$ cat config.mk
export PLATFORM = sky130hd
export DESIGN_NAME = abu_top
export DESIGN_NICKNAME = d
export VERILOG_FILES = /design/src/hdl/abu_pkg.sv /design/src/hdl/abu_top.sv
export SDC_FILE = /design/constraint.sdc
export NUM_CORES = 1
export LEC_CHECK = 0
export ABC_CLOCK_PERIOD_IN_PS = 2670
export BUFFER_PORTS_ARGS = -buffer_cell sky130_fd_sc_hd__buf_2
export CORE_ASPECT_RATIO = 0.7
export CORE_MARGIN = 2
export CORE_UTILIZATION = 35
export CTS_BUF_LIST = sky130_fd_sc_hd__clkbuf_4 sky130_fd_sc_hd__clkbuf_8
export DETAILED_ROUTE_END_ITERATION = 7
export PLACE_DENSITY_LB_ADDON = 0.05
export SLEW_MARGIN = 5
export SYNTH_ARGS = -nofsm -noshare
export SYNTH_HDL_FRONTEND = slang
export SYNTH_SLANG_ARGS = --single-unit
$ cat constraint.sdc
create_clock -name clk -period 2.67 [get_ports clk]
set_clock_uncertainty 0.05 [all_clocks]
set_input_delay 0.4005 -clock clk [delete_from_list [all_inputs] [get_ports clk]]
set_output_delay 0.4005 -clock clk [all_outputs]
set_load 0.005 [all_outputs]
$ cat src/hdl/abu_pkg.sv
/*
 * abu_pkg: shared constants and carrier types of the address breakpoint
 * unit. Assumes a 32-bit AXI4-Lite register bus and a 16-bit core bus.
 */
package abu_pkg;
  // word offsets of the registers on the axi4-lite slave
  localparam logic [15:0] ADDR_TARGET_HIGH  = 16'hFE0C;
  localparam logic [15:0] ADDR_TARGET_LOW   = 16'hFE0D;
  localparam logic [15:0] ADDR_STATUS_CTRL  = 16'hFE0E;
  // byte addresses used by the decoder: four times the word offsets above
  localparam logic [17:0] BYTE_TARGET_HIGH  = 18'h3F830;
  localparam logic [17:0] BYTE_TARGET_LOW   = 18'h3F834;
  localparam logic [17:0] BYTE_STATUS_CTRL  = 18'h3F838;
  localparam logic [17:0] BYTE_FLAG_CTRL    = 18'h3F83C;
  localparam logic [17:0] BYTE_IRQ_STATUS   = 18'h3F840;
  localparam logic [17:0] BYTE_IRQ_CLEAR    = 18'h3F844;
  localparam logic [17:0] BYTE_IRQ_ENABLE   = 18'h3F848;
  localparam logic [17:0] BYTE_SYS_STATUS   = 18'h3F84C;
  // field positions
  localparam int          POS_MATCH_EN      = 7;
  localparam int          POS_ACTIVE        = 6;
  localparam int          POS_FLAG_CLR      = 7;
  // reset values
  localparam logic [7:0]  RST_BYTE          = 8'h00;
  // break vectors, user and monitor mode
  localparam logic [15:0] VEC_USER          = 16'hFFFC;
  localparam logic [15:0] VEC_MONITOR       = 16'hFEFC;
  // interrupt event bits
  localparam int          EV_MATCH          = 0;
  localparam int          EV_SOFT           = 1;
  localparam int          EV_RETURN         = 2;
  localparam int          EV_WIDTH          = 3;
  // axi responses
  localparam logic [1:0]  RESP_OKAY         = 2'h0;
  localparam logic [1:0]  RESP_SLVERR       = 2'h2;

  // core-side view sampled every cycle
  typedef struct packed {
    logic [15:0] addr;       // internal address bus
    logic        fromPc;     // address comes from the program counter
    logic        lastCycle;  // final cycle of the executing instruction
    logic        trapReturn; // trap_return_instruction retiring
    logic        waitMode;
    logic        stopMode;
    logic        monitorMode;
    logic        highTestVoltage;
  } abu_core_s;

  typedef enum logic [1:0] {BRK_IDLE, BRK_PENDING, BRK_ACTIVE} abu_state_e;
endpackage

$ cat src/hdl/abu_top.sv
/*
 * abu_top: address breakpoint unit with axi4-lite registers.
 * Assumes the core presents its bus state synchronously to clk and acts on
 * brkRequest by forcing the soft trap instruction with brkVector.
 * Assumes the timer, watchdog and peripheral flag logic sit outside and
 * obey timerStop, watchdogOff and flagClearPermit as plain levels.
 * Assumes clkEn is the only gating: low freezes every register here, so
 * the core must not expect a break to start while it is low.
 */
// Our own choice: the AXI4-Lite slave port.
//
// Overview of operation
// raise break request on full address match
// core forces soft trap, vector by mode
// break waits for current instruction end
// trap return inside break ends break
// match enable bit 7, reset clears
// active bit set on match, cleared
// writing active bit one forces break
// break routine software clears active bit
// target address bytes, reset to zero
// timer counter stopped during break
// watchdog off in break with high voltage
// flag clear permit gates peripheral clears
// works in wait, wait exit indicator
// inactive in stop, registers kept
// only program counter addresses match
// match needs enable and both bytes equal
`timescale 1ns/1ps
module abu_top #(
  parameter int ADDR_W = 18  // axi address width in use
) (
  input  wire logic              clk,
  input  wire logic              rst,
  input  wire logic              clkEn,
  input  wire abu_pkg::abu_core_s core,
  output logic                   brkRequest,
  output logic [15:0]            brkVector,
  output logic                   timerStop,
  output logic                   watchdogOff,
  output logic                   flagClearPermit,
  output logic                   waitExitIndicator,
  output logic                   irq,
  input  wire logic [ADDR_W-1:0] s_axi_awaddr,
  input  wire logic              s_axi_awvalid,
  output logic                   s_axi_awready,
  input  wire logic [31:0]       s_axi_wdata,
  input  wire logic [3:0]        s_axi_wstrb,
  input  wire logic              s_axi_wvalid,
  output logic                   s_axi_wready,
  output logic [1:0]             s_axi_bresp,
  output logic                   s_axi_bvalid,
  input  wire logic              s_axi_bready,
  input  wire logic [ADDR_W-1:0] s_axi_araddr,
  input  wire logic              s_axi_arvalid,
  output logic                   s_axi_arready,
  output logic [31:0]            s_axi_rdata,
  output logic [1:0]             s_axi_rresp,
  output logic                   s_axi_rvalid,
  input  wire logic              s_axi_rready
);
  // the decoder reads bits 17:0, so a narrower bus cannot reach the map
  if (ADDR_W < 18) begin : gAddrCheck
    $error("abu_top: ADDR_W must be at least 18");
  end

  // register state; every bit here is cleared by rst and frozen by clkEn
  // the active bit and the break state are kept apart on purpose: software
  // owns the bit, while the core's trap return owns the state
  logic [7:0]                 targetHigh_q;  // target_addr_high
  logic [7:0]                 targetLow_q;   // target_addr_low
  logic                       matchEn_q;     // match_enable_bit
  logic                       active_q;      // break_active_bit
  logic                       flagClr_q;     // flag_clear_permit
  logic [abu_pkg::EV_WIDTH-1:0] irqStat_q;   // sticky events
  logic [abu_pkg::EV_WIDTH-1:0] irqEn_q;     // event enables
  abu_pkg::abu_state_e        state_q;
  logic                       waitExit_q;

  // write channel latches
  // each half is parked until its partner arrives, so the master may
  // offer address and data in either order
  logic [ADDR_W-1:0]          awAddr_q;
  logic                       awHeld_q;
  logic [31:0]                wData_q;
  logic [3:0]                 wStrb_q;
  logic                       wHeld_q;

  // address decode, shared by reads and writes
  // misaligned or unmapped addresses decode to 4'hF and answer SLVERR;
  // 4'hF is kept free so no register can alias it
  function automatic logic [3:0] decode(input logic [ADDR_W-1:0] a);
    logic [17:0] b;
    b = a[17:0];
    if (a[1:0] != 2'h0) decode = 4'hF;
    else if (b == abu_pkg::BYTE_TARGET_HIGH) decode = 4'h0;
    else if (b == abu_pkg::BYTE_TARGET_LOW)  decode = 4'h1;
    else if (b == abu_pkg::BYTE_STATUS_CTRL) decode = 4'h2;
    else if (b == abu_pkg::BYTE_FLAG_CTRL)   decode = 4'h3;
    else if (b == abu_pkg::BYTE_IRQ_STATUS)  decode = 4'h4;
    else if (b == abu_pkg::BYTE_IRQ_CLEAR)   decode = 4'h5;
    else if (b == abu_pkg::BYTE_IRQ_ENABLE)  decode = 4'h6;
    else if (b == abu_pkg::BYTE_SYS_STATUS)  decode = 4'h7;
    else decode = 4'hF;
  endfunction

  // a write happens once both halves are latched and no response is open
  logic       doWrite;
  logic [3:0] wSel;
  logic       wLane0;
  logic [7:0] wByte;
  assign doWrite = awHeld_q && wHeld_q && !s_axi_bvalid;
  assign wSel    = decode(awAddr_q);
  assign wLane0  = doWrite && wStrb_q[0];
  assign wByte   = wData_q[7:0];

  // core-side conditions; stop mode freezes the comparator entirely
  // only program counter fetches may match, so data accesses to the
  // target address never start a break
  logic addrMatch;
  logic softSet;
  logic activeClr;
  logic stopped;
  assign stopped   = core.stopMode;
  assign addrMatch = !stopped && matchEn_q && core.fromPc
                     && core.addr[15:8] == targetHigh_q
                     && core.addr[7:0] == targetLow_q;
  assign softSet   = wLane0 && wSel == 4'h2
                     && wByte[abu_pkg::POS_ACTIVE];
  assign activeClr = wLane0 && wSel == 4'h2
                     && !wByte[abu_pkg::POS_ACTIVE];

  // axi write address and data acceptance, either order
  // a handshake always wins over the drop on doWrite; the readies are
  // low while a half is held, so the two never meet
  always_ff @(posedge clk) begin
    if (rst) begin
      awHeld_q <= 1'b0;
      wHeld_q  <= 1'b0;
      awAddr_q <= '0;
      wData_q  <= '0;
      wStrb_q  <= '0;
    end else if (clkEn) begin
      if (s_axi_awvalid && s_axi_awready) begin
        awHeld_q <= 1'b1;
        awAddr_q <= s_axi_awaddr;
      end else if (doWrite) begin
        awHeld_q <= 1'b0;
      end
      if (s_axi_wvalid && s_axi_wready) begin
        wHeld_q <= 1'b1;
        wData_q <= s_axi_wdata;
        wStrb_q <= s_axi_wstrb;
      end else if (doWrite) begin
        wHeld_q <= 1'b0;
      end
    end
  end

  // ready outputs registered; each drops once its half is held
  // the ready falls in the cycle after its own handshake, trading one
  // idle cycle per write for a flop-driven ready
  always_ff @(posedge clk) begin
    if (rst) begin
      s_axi_awready <= 1'b0;
      s_axi_wready  <= 1'b0;
    end else if (clkEn) begin
      s_axi_awready <= !awHeld_q && !(s_axi_awvalid && s_axi_awready)
                       && !s_axi_bvalid;
      s_axi_wready  <= !wHeld_q && !(s_axi_wvalid && s_axi_wready)
                       && !s_axi_bvalid;
    end
  end

  // write response, one cycle after both halves meet
  // interrupt status and system status are read-only to stores and answer SLVERR;
  // the system status store still clears the wait exit flag
  always_ff @(posedge clk) begin
    if (rst) begin
      s_axi_bvalid <= 1'b0;
      s_axi_bresp  <= abu_pkg::RESP_OKAY;
    end else if (clkEn) begin
      if (doWrite) begin
        s_axi_bvalid <= 1'b1;
        s_axi_bresp  <= (wSel == 4'hF || wSel == 4'h4 || wSel == 4'h7)
                        ? abu_pkg::RESP_SLVERR : abu_pkg::RESP_OKAY;
      end else if (s_axi_bready) begin
        s_axi_bvalid <= 1'b0;
      end
    end
  end

  // target address bytes; untouched by stop mode
  // only byte lane 0 stores; the upper lanes of a word are ignored
  always_ff @(posedge clk) begin
    if (rst) begin
      targetHigh_q <= abu_pkg::RST_BYTE;
      targetLow_q  <= abu_pkg::RST_BYTE;
    end else if (clkEn && wLane0) begin
      if (wSel == 4'h0) targetHigh_q <= wByte;
      if (wSel == 4'h1) targetLow_q  <= wByte;
    end
  end

  // control bits: match enable and flag clear permit
  // the permit only reaches its pin while a break is active
  always_ff @(posedge clk) begin
    if (rst) begin
      matchEn_q <= 1'b0;
      flagClr_q <= 1'b0;
    end else if (clkEn && wLane0) begin
      if (wSel == 4'h2) matchEn_q <= wByte[abu_pkg::POS_MATCH_EN];
      if (wSel == 4'h3) flagClr_q <= wByte[abu_pkg::POS_FLAG_CLR];
    end
  end

  // break active bit: a match wins over a simultaneous software clear
  // a clear lost this way is harmless: the match that beat it is a new
  // break event, which the routine must see
  always_ff @(posedge clk) begin
    if (rst) begin
      active_q <= 1'b0;
    end else if (clkEn) begin
      if (addrMatch || softSet) active_q <= 1'b1;
      else if (activeClr) active_q <= 1'b0;
    end
  end

  // break sequencer: a match waits for the instruction boundary
  // a pending match cannot be withdrawn; it fires at the next boundary
  // even if the enable is dropped meanwhile
  // stop mode holds the state as it stands
  always_ff @(posedge clk) begin
    if (rst) begin
      state_q <= abu_pkg::BRK_IDLE;
    end else if (clkEn && !stopped) begin
      unique case (state_q)
        abu_pkg::BRK_IDLE: begin
          // software request or match on last cycle starts at once
          if (softSet || (addrMatch && core.lastCycle))
            state_q <= abu_pkg::BRK_ACTIVE;
          else if (addrMatch)
            state_q <= abu_pkg::BRK_PENDING;
        end
        abu_pkg::BRK_PENDING: begin
          if (core.lastCycle) state_q <= abu_pkg::BRK_ACTIVE;
        end
        abu_pkg::BRK_ACTIVE: begin
          if (core.trapReturn) state_q <= abu_pkg::BRK_IDLE;
        end
      endcase
    end
  end

  // request and side effects toward the core and peripherals
  // brkRequest is the sequencer's entry to active, and also fires on a software
  // request while pending, so a break that was pending can pulse it twice
  always_ff @(posedge clk) begin
    if (rst) begin
      brkRequest      <= 1'b0;
      brkVector       <= abu_pkg::VEC_USER;
      timerStop       <= 1'b0;
      watchdogOff     <= 1'b0;
      flagClearPermit <= 1'b0;
    end else if (clkEn) begin
      // one pulse as the break begins; core forces the soft trap
      brkRequest  <= !stopped && state_q != abu_pkg::BRK_ACTIVE
                     && (softSet || (addrMatch && core.lastCycle)
                     || (state_q == abu_pkg::BRK_PENDING
                         && core.lastCycle));
      brkVector   <= core.monitorMode ? abu_pkg::VEC_MONITOR
                                      : abu_pkg::VEC_USER;
      timerStop   <= state_q == abu_pkg::BRK_ACTIVE;
      watchdogOff <= state_q == abu_pkg::BRK_ACTIVE
                     && core.highTestVoltage;
      flagClearPermit <= state_q == abu_pkg::BRK_ACTIVE
                         && flagClr_q;
    end
  end

  // wait exit indicator: set when a break begins in wait mode
  // it is sticky until software stores to the system status word, so a
  // later exit from wait by another source cannot hide it
  always_ff @(posedge clk) begin
    if (rst) begin
      waitExit_q        <= 1'b0;
      waitExitIndicator <= 1'b0;
    end else if (clkEn) begin
      if (core.waitMode && brkRequest) waitExit_q <= 1'b1;
      else if (wLane0 && wSel == 4'h7) waitExit_q <= 1'b0;
      waitExitIndicator <= waitExit_q;
    end
  end

  // sticky interrupt status; new events beat a same-cycle clear
  // irq lags the status by one cycle, the price of a flop-driven output
  logic [abu_pkg::EV_WIDTH-1:0] events;
  logic [abu_pkg::EV_WIDTH-1:0] clrMask;
  assign events  = {state_q == abu_pkg::BRK_ACTIVE && core.trapReturn,
                    softSet, addrMatch};
  assign clrMask = (wLane0 && wSel == 4'h5)
                   ? wByte[abu_pkg::EV_WIDTH-1:0] : '0;
  always_ff @(posedge clk) begin
    if (rst) begin
      irqStat_q <= '0;
      irqEn_q   <= '0;
      irq       <= 1'b0;
    end else if (clkEn) begin
      irqStat_q <= (irqStat_q & ~clrMask) | events;
      if (wLane0 && wSel == 4'h6) irqEn_q <= wByte[abu_pkg::EV_WIDTH-1:0];
      irq <= |(irqStat_q & irqEn_q);
    end
  end

  // read channel: data one cycle after the address is taken
  // the address is decoded straight from the bus, so araddr must stand
  // while arvalid is high, as the protocol already demands
  logic [7:0] rByte;
  logic [3:0] rSel;
  always_comb begin
    rSel  = decode(s_axi_araddr);
    rByte = 8'h00;
    unique case (rSel)
      4'h0: rByte = targetHigh_q;
      4'h1: rByte = targetLow_q;
      4'h2: rByte = {matchEn_q, active_q, 6'h00};
      4'h3: rByte = {flagClr_q, 7'h00};
      4'h4: rByte = {5'h00, irqStat_q};
      4'h6: rByte = {5'h00, irqEn_q};
      4'h7: rByte = {7'h00, waitExit_q};
      default: rByte = 8'h00;
    endcase
  end

  always_ff @(posedge clk) begin
    if (rst) begin
      s_axi_arready <= 1'b0;
      s_axi_rvalid  <= 1'b0;
      s_axi_rdata   <= '0;
      s_axi_rresp   <= abu_pkg::RESP_OKAY;
    end else if (clkEn) begin
      s_axi_arready <= !s_axi_rvalid && !(s_axi_arvalid && s_axi_arready);
      if (s_axi_arvalid && s_axi_arready) begin
        s_axi_rvalid <= 1'b1;
        s_axi_rdata  <= {24'h000000, rByte};
        s_axi_rresp  <= (rSel == 4'hF || rSel == 4'h5)
                        ? abu_pkg::RESP_SLVERR : abu_pkg::RESP_OKAY;
      end else if (s_axi_rready) begin
        s_axi_rvalid <= 1'b0;
      end
    end
  end
endmodule

# After elaboration in Yosys (flattened, before gate mapping)
# Index checks and enable logic that the tools add are counted.
# totals
latch_bits,0
mem_count,0
word_cells,186
output_inout_bits,63
in_bits,103
rom_bits,0
register_bits,96
mem_bits_rw,0
# classes
n_div,0
mul,0
n_bitwise,4
n_reduce_logical,74
n_addsub,0
muxes,39
shifts,0
n_eq_ne,40
order_cmp,0
# ops
operator,n
18-bit == test (second input constant),16
4-bit two-way mux,18
8-bit case mux with 7 select lines,1
4-bit by 3-bit == test with 1-bit output (second input constant),8
1-bit logical AND,31
2-bit AND reduction,15
4-bit by 2-bit == test with 1-bit output (second input constant),4
8-bit == test,2
2-bit nonzero test,8
2-bit two-way mux,6
1-bit two-way mux,11
1-bit logical NOT,9
9-bit two-way mux,1
4-bit by 1-bit == test with 1-bit output (second input constant),2
4-bit == test (second input constant),2
4-bit logical NOT,2
3-bit AND,2
1-bit logical OR,6
2-bit inequality test (second input constant),3
2-bit case mux with 3 select lines,1
4-bit AND reduction,1
3-bit two-way mux,1
3-bit inequality test (second input constant),1
3-bit NOT,1
5 further kinds,5

# Longest topological paths before layout
# depth
ltp_word,16
ltp_mapped,7

# Least setup slack after synthesis
# No wires, ideal clock.
# synth_path
path_kind,register to register
start,register awAddr_q[7]
end,register targetHigh_q[0]
slack_ns,0.479
t_arrival_ns,2.013
n_path_buf,0
setup_ns,0.128
path_stages_with_launch,7
required_time_ns,2.492
path_cell_list,dfxtp_1 > or3b_1 > or2_1 > or3_4 > nor4_4 > mux2i_1 > nor2_1
# synth_between
elab_chain_cells,12
elab_cells_between_ends,19
# synth_lines
element,line_no,source
"start, declared",abu_top.sv:83,logic [ADDR_W-1:0] awAddr_q;
"start signal, assigned",abu_top.sv:146,awAddr_q <= s_axi_awaddr;
18-bit == test,abu_top.sv:103,else if (b == abu_pkg::BYTE_SYS_STATUS) decode = 4'h7;
4-bit two-way mux,abu_top.sv:103,
4-bit two-way mux,abu_top.sv:102,else if (b == abu_pkg::BYTE_IRQ_ENABLE) decode = 4'h6;
4-bit two-way mux,abu_top.sv:101,else if (b == abu_pkg::BYTE_IRQ_CLEAR) decode = 4'h5;
4-bit two-way mux,abu_top.sv:100,else if (b == abu_pkg::BYTE_IRQ_STATUS) decode = 4'h4;
4-bit two-way mux,abu_top.sv:99,else if (b == abu_pkg::BYTE_FLAG_CTRL) decode = 4'h3;
4-bit two-way mux,abu_top.sv:98,else if (b == abu_pkg::BYTE_STATUS_CTRL) decode = 4'h2;
4-bit two-way mux,abu_top.sv:97,else if (b == abu_pkg::BYTE_TARGET_LOW) decode = 4'h1;
4-bit two-way mux *,abu_top.sv:96,else if (b == abu_pkg::BYTE_TARGET_HIGH) decode = 4'h0;
4-bit two-way mux *,abu_top.sv:95,if (a[1:0] != 2'h0) decode = 4'hF;
4-bit logical NOT *,abu_top.sv:200,if (wSel == 4'h0) targetHigh_q <= wByte;
2-bit AND reduction (no line) *,-,
"end signal, assigned",abu_top.sv:197,targetHigh_q <= abu_pkg::RST_BYTE;
"end signal, assigned",abu_top.sv:200,
"end, declared",abu_top.sv:70,logic [7:0] targetHigh_q;
# Mark *: on every way between the ends. The rest lies on a longest branch, timed or not.
# A chain may end at the register's enable or synchronous reset.

# Worst setup path in the final report
# layout_path
start,register awAddr_q[17]
end,register state_q[1]
# layout_between
elab_chain_cells,16
elab_cells_between_ends,25
# layout_lines
element,line_no,source
18-bit == test,abu_top.sv:103,
4-bit two-way mux,abu_top.sv:103,
4-bit two-way mux,abu_top.sv:102,
4-bit two-way mux,abu_top.sv:101,
4-bit two-way mux,abu_top.sv:100,
4-bit two-way mux,abu_top.sv:99,
4-bit two-way mux,abu_top.sv:98,
4-bit two-way mux,abu_top.sv:97,
4-bit two-way mux *,abu_top.sv:96,
4-bit two-way mux *,abu_top.sv:95,
4-bit by 2-bit == test with 1-bit output *,abu_top.sv:128,assign softSet = wLane0 && wSel == 4'h2
1-bit logical AND *,abu_top.sv:128,
1-bit logical AND *,abu_top.sv:129,&& wByte[abu_pkg::POS_ACTIVE];
1-bit logical OR *,abu_top.sv:240,if (softSet || (addrMatch && core.lastCycle))
3-bit inequality test (no line) or 2-bit two-way mux (tied branches),-,
4-bit AND reduction (no line) or 2-bit case mux with 3 select lines (tied branches),-,
"end signal, assigned",abu_top.sv:241,state_q <= abu_pkg::BRK_ACTIVE;
"end signal, assigned",abu_top.sv:243,state_q <= abu_pkg::BRK_PENDING;
"end signal, assigned",abu_top.sv:246,if (core.lastCycle) state_q <= abu_pkg::BRK_ACTIVE;
"end, declared",abu_top.sv:77,abu_pkg::abu_state_e state_q;
# Marks and branches as above.

==> results.md <==
- The number of port buffers is 97.
- The final-stage net count is 676.
- The largest voltage drop on the vdd net is between 0.2 and 0.25 mV.
- The tightest slew margin relative to the limit is 30.2%.
- Summing the areas of all xor and xnor instances in the mapped netlist gives about 3.6% of the synthesized area.
- The most critical setup path has its startpoint at awAddr_q[17].
- The number of rows in the core area is 32.
- STA classifies the critical path startpoint as a flip-flop.
- The final wirelength is 10.3 mm.
- The achievable frequency is 415 MHz.
- The global router's overall resource usage is 17.2%.
- In this run the power density over the cells is 516 nW/um^2.
- From synthesis to final layout, the design area changed by 18.1%.
- The hold slack is 0.223 ns.
- After layout, the worst path uses roughly 90% of the clock period.
- The count of warnings emitted by yosys is 0.
- The standard cell core area is 11000 sq um.
- The tree built by TritonCTS fans out to 79 sinks.
- The clock latency on the worst-skew pair is 0.36 ns.
- The largest fanout on the critical path is 6.
- In this run the worst hold path is classified as in -> reg.
- Counting I/O delays and the setup requirement, the final critical path takes around 2.4 ns.
- The post-synthesis cell type count is 52.
- Before antenna repair, the detailed router went through 4 iterations.
- The synthesized area per cell is 8.23 sq um.
- The fraction of the mapped netlist area in compound gates is 13.9%.
- Among all cell types in the netlist, the one instantiated most often is sky130_fd_sc_hd__dfxtp_1.
- The maximum level of the CTS H-tree is 3.
- The post-synthesis simple-gate area fraction is 23.3%.
- The initial cell density of the core is 35.9%.
- The final setup violation count is 0.
- The portion of synthesized area spent on multiplexers is just over 7%.
- The cell area after synthesis is 3930 sq um.
- The minimum setup slack among reg-to-reg paths is 0.26 ns.
- By count the netlist is led by sky130_fd_sc_hd__dfxtp_1, sky130_fd_sc_hd__nand2_1, sky130_fd_sc_hd__nor2_1, sky130_fd_sc_hd__a21oi_1, sky130_fd_sc_hd__buf_4.
- Synthesis inferred 79 register bits.
- The via-per-instance ratio is 4.78.
- The flow ran to the end, and the final reports show no timing, DRC or antenna violations.
- The detail route stage leaves a number of antenna-violating nets equal to 0.
- The maximum number of pins on one net before global-route repair is 58.
- The share of cells above drive strength 1 is 22.3%.
- The chip height is between 90 and 100 um.
- The combinational family with the most area after synthesis is simple AND/OR/NAND/NOR gates.
- Counting every instance in the synthesized netlist gives 478.
- For this run, asynchronously set or reset flops after synthesis account for 0%.
- At the placement stage, the worst setup path has a slack of 0.288 ns.
- The detailed router placed 3478 vias in this run.
- The tree is rooted in a sky130_fd_sc_hd__clkbuf_8.
- The number of maximum-capacitance violations is 0.
- Gates resized during post-CTS repair numbered 0.
- In this run, the number of DRC markers left after iteration 0 of detailed routing was 169.
- The global route total overflow is 0.
- The maximum root-to-sink buffer count is 2.
- Setup repair after global routing left no endpoint under its margin.
- Counting flops with a built-in enable in the synthesized netlist gives 0.
- The area share of the largest cell type after synthesis is 40.2%.
- The number of clock buffers added by TritonCTS is 9.
- STA classifies the critical path endpoint as a flip-flop.
- The most used flip-flop cell after synthesis is sky130_fd_sc_hd__dfxtp_1.
- The number of hold buffers added after cts is 0.
- Data on the critical path arrives at its endpoint at 2.62 ns.
- In this run the critical register-to-register path is launched from awAddr_q[17].
- The number of top-level pins is roughly 170.
- The end point of the critical path is state_q[1].
- The share of synthesized area occupied by flip-flops and latches is 40.2%.
- The residual DRC count is 0.
- At the pin with the least slew margin, the transition time is ~1.0 ns.
- The number of antenna violations at the first check in global routing is 0.
- The HPWL after detailed placement is between 7 and 8 mm.
- The worst path meets setup with 0.261 ns of slack.
- The required time at the worst-slack endpoint is 2.88 ns.
- TritonCTS built the clock tree.
- The class of the most critical setup path is reg -> reg.
- For the final routed database, the setup TNS stands at 0 ns.
- The die area is 12100 sq um.
- The wire length of the first global-routing pass is 16.2 mm.
- Summed over all instances, the cell type with the most area after synthesis is sky130_fd_sc_hd__dfxtp_1.
- The share of synthesized cell area in full adder, half adder and majority cells is less than 1%.
- The horizontal die dimension is 131 um.
- The CTS clock-pin slew for the worst setup and hold paths is 0.08 ns.
- In the final routed layout, each cell accounts on average for 14.1 um.
- The number of cells on the worst reg-to-reg path is 6.
- The repair_antennas step left the layout with diodes totalling 0.
- The number of buffers inserted to repair setup after CTS is 0.
- The worst register-to-register path ends at state_q[1].
- The final weighted congestion of routability-driven global placement is 0.890.
- The via count of the first global-routing pass came to 3195.
- The final count of hold timing violations is 0.
- After filler insertion, the fill cell instance count of the layout stands at 1186.
- The max-slew violation count is 0.
- Yosys attributes the largest share of cell area to sky130_fd_sc_hd__dfxtp_1, sky130_fd_sc_hd__buf_4, sky130_fd_sc_hd__mux2i_1.
- The total area of multi-input combinational cells is 2090 sq um.
- The analysis attributes to cell leakage a power of about 1.8 nW.
- Registers take 1580 sq um.
## per-layer routing
layer	part of all wire, %	vias up	routed length, um	GRT usage, %
met5	0	-	0	0
met4	0.80	0	82	4.17
met1	53	1589	5440	26.2
met3	6.8	9	698	4.39
met2	40	110	4070	24.1
li1	-	1770	-	-
## power by group
group	internal (mW)	switching, mW	total [mW]
clock	0.550	0.443	0.993
sequential	1.20	0.0170	1.21
combinational	0.0827	0.108	0.191
total	1.83	0.569	2.40
## metrics by stage
| step | util [%] | power, mW | area, sq um | instances |
|---|---|---|---|---|
| final | 42.4 | 2.40 | 4650 | 728 |
| after global routing | 42.4 | 2.51 | 4650 | 728 |
| after CTS | 42.4 | 2.43 | 4650 | 728 |
| after detailed placement | 40.4 | 1.43 | 4430 | 712 |
| after global placement | 40.4 | 1.43 | 4430 | 712 |
| after floorplan | - | 1.38 | 4080 | 517 |
## registers in the layout, indices dropped and copies added (netlist names), 2 cells and up
register / flops
targetLow_q: 8
wData_q: 8
state_q: 2
irqEn_q: 3
awAddr_q: 18
irqStat_q: 3
targetHigh_q: 8
s_axi_rdata: 8
## worst max-delay path, cell delays in order, from the launching register on
cell                      delay (ns)
sky130_fd_sc_hd__dfxtp_1        0.35
sky130_fd_sc_hd__or3b_1         0.38
sky130_fd_sc_hd__or4_2          0.77
sky130_fd_sc_hd__nor2_1         0.29
sky130_fd_sc_hd__or2_2          0.18
sky130_fd_sc_hd__o21ai_0        0.08
sky130_fd_sc_hd__o31ai_1        0.21
## cell families (layout without fill, tap and decap cells)
family / count (synthesis) / count (layout)
other cells: 2 / 41
flops: 79 / 79
simple gates: 189 / 189
buf+inv: 70 / 128
fa+ha+maj: 3 / 3
compound gates: 91 / 91
mux: 28 / 28
xor+xnor: 16 / 16
## area by class of cell
class	instances	area share, %
Tap cell	153	4.12
Timing Repair Buffer	104	11.6
Inverter	8	0.646
Sequential cell	79	34.0
Clock buffer	11	2.99
Multi-Input combinational cell	368	44.9
Clock inverter	5	1.75
## how the worst min path moves through the flow
stage                           startpoint            to  slack, ns  cells after the start
after global placement        awAddr_q[10]  awAddr_q[10]       0.39                      2
after global routing       s_axi_awaddr[0]   awAddr_q[0]       0.21                      3
after CTS                   s_axi_wdata[6]    wData_q[6]       0.20                      3
final                     s_axi_awaddr[17]  awAddr_q[17]       0.22                      3
after floorplan               awAddr_q[17]  awAddr_q[17]       0.38                      2
after detailed placement      awAddr_q[10]  awAddr_q[10]       0.39                      2
## placed cells by master, fill, tap and decap left out, types with 7 or more instances in the layout
cell	netlist	layout
sky130_fd_sc_hd__nand4_1	7	7
sky130_fd_sc_hd__clkbuf_8	0	9
sky130_fd_sc_hd__inv_1	8	8
sky130_fd_sc_hd__nor3_1	14	14
sky130_fd_sc_hd__buf_2	2	97
sky130_fd_sc_hd__xnor2_1	12	12
sky130_fd_sc_hd__mux2i_1	27	27
sky130_fd_sc_hd__o21ai_0	11	11
sky130_fd_sc_hd__nor2_1	53	53
sky130_fd_sc_hd__a21oi_1	51	51
sky130_fd_sc_hd__buf_4	41	7
sky130_fd_sc_hd__conb_1	2	41
sky130_fd_sc_hd__nand3_1	12	12
sky130_fd_sc_hd__nand2_1	67	67
sky130_fd_sc_hd__dfxtp_1	79	79
(Power assumes the default switching activity.)
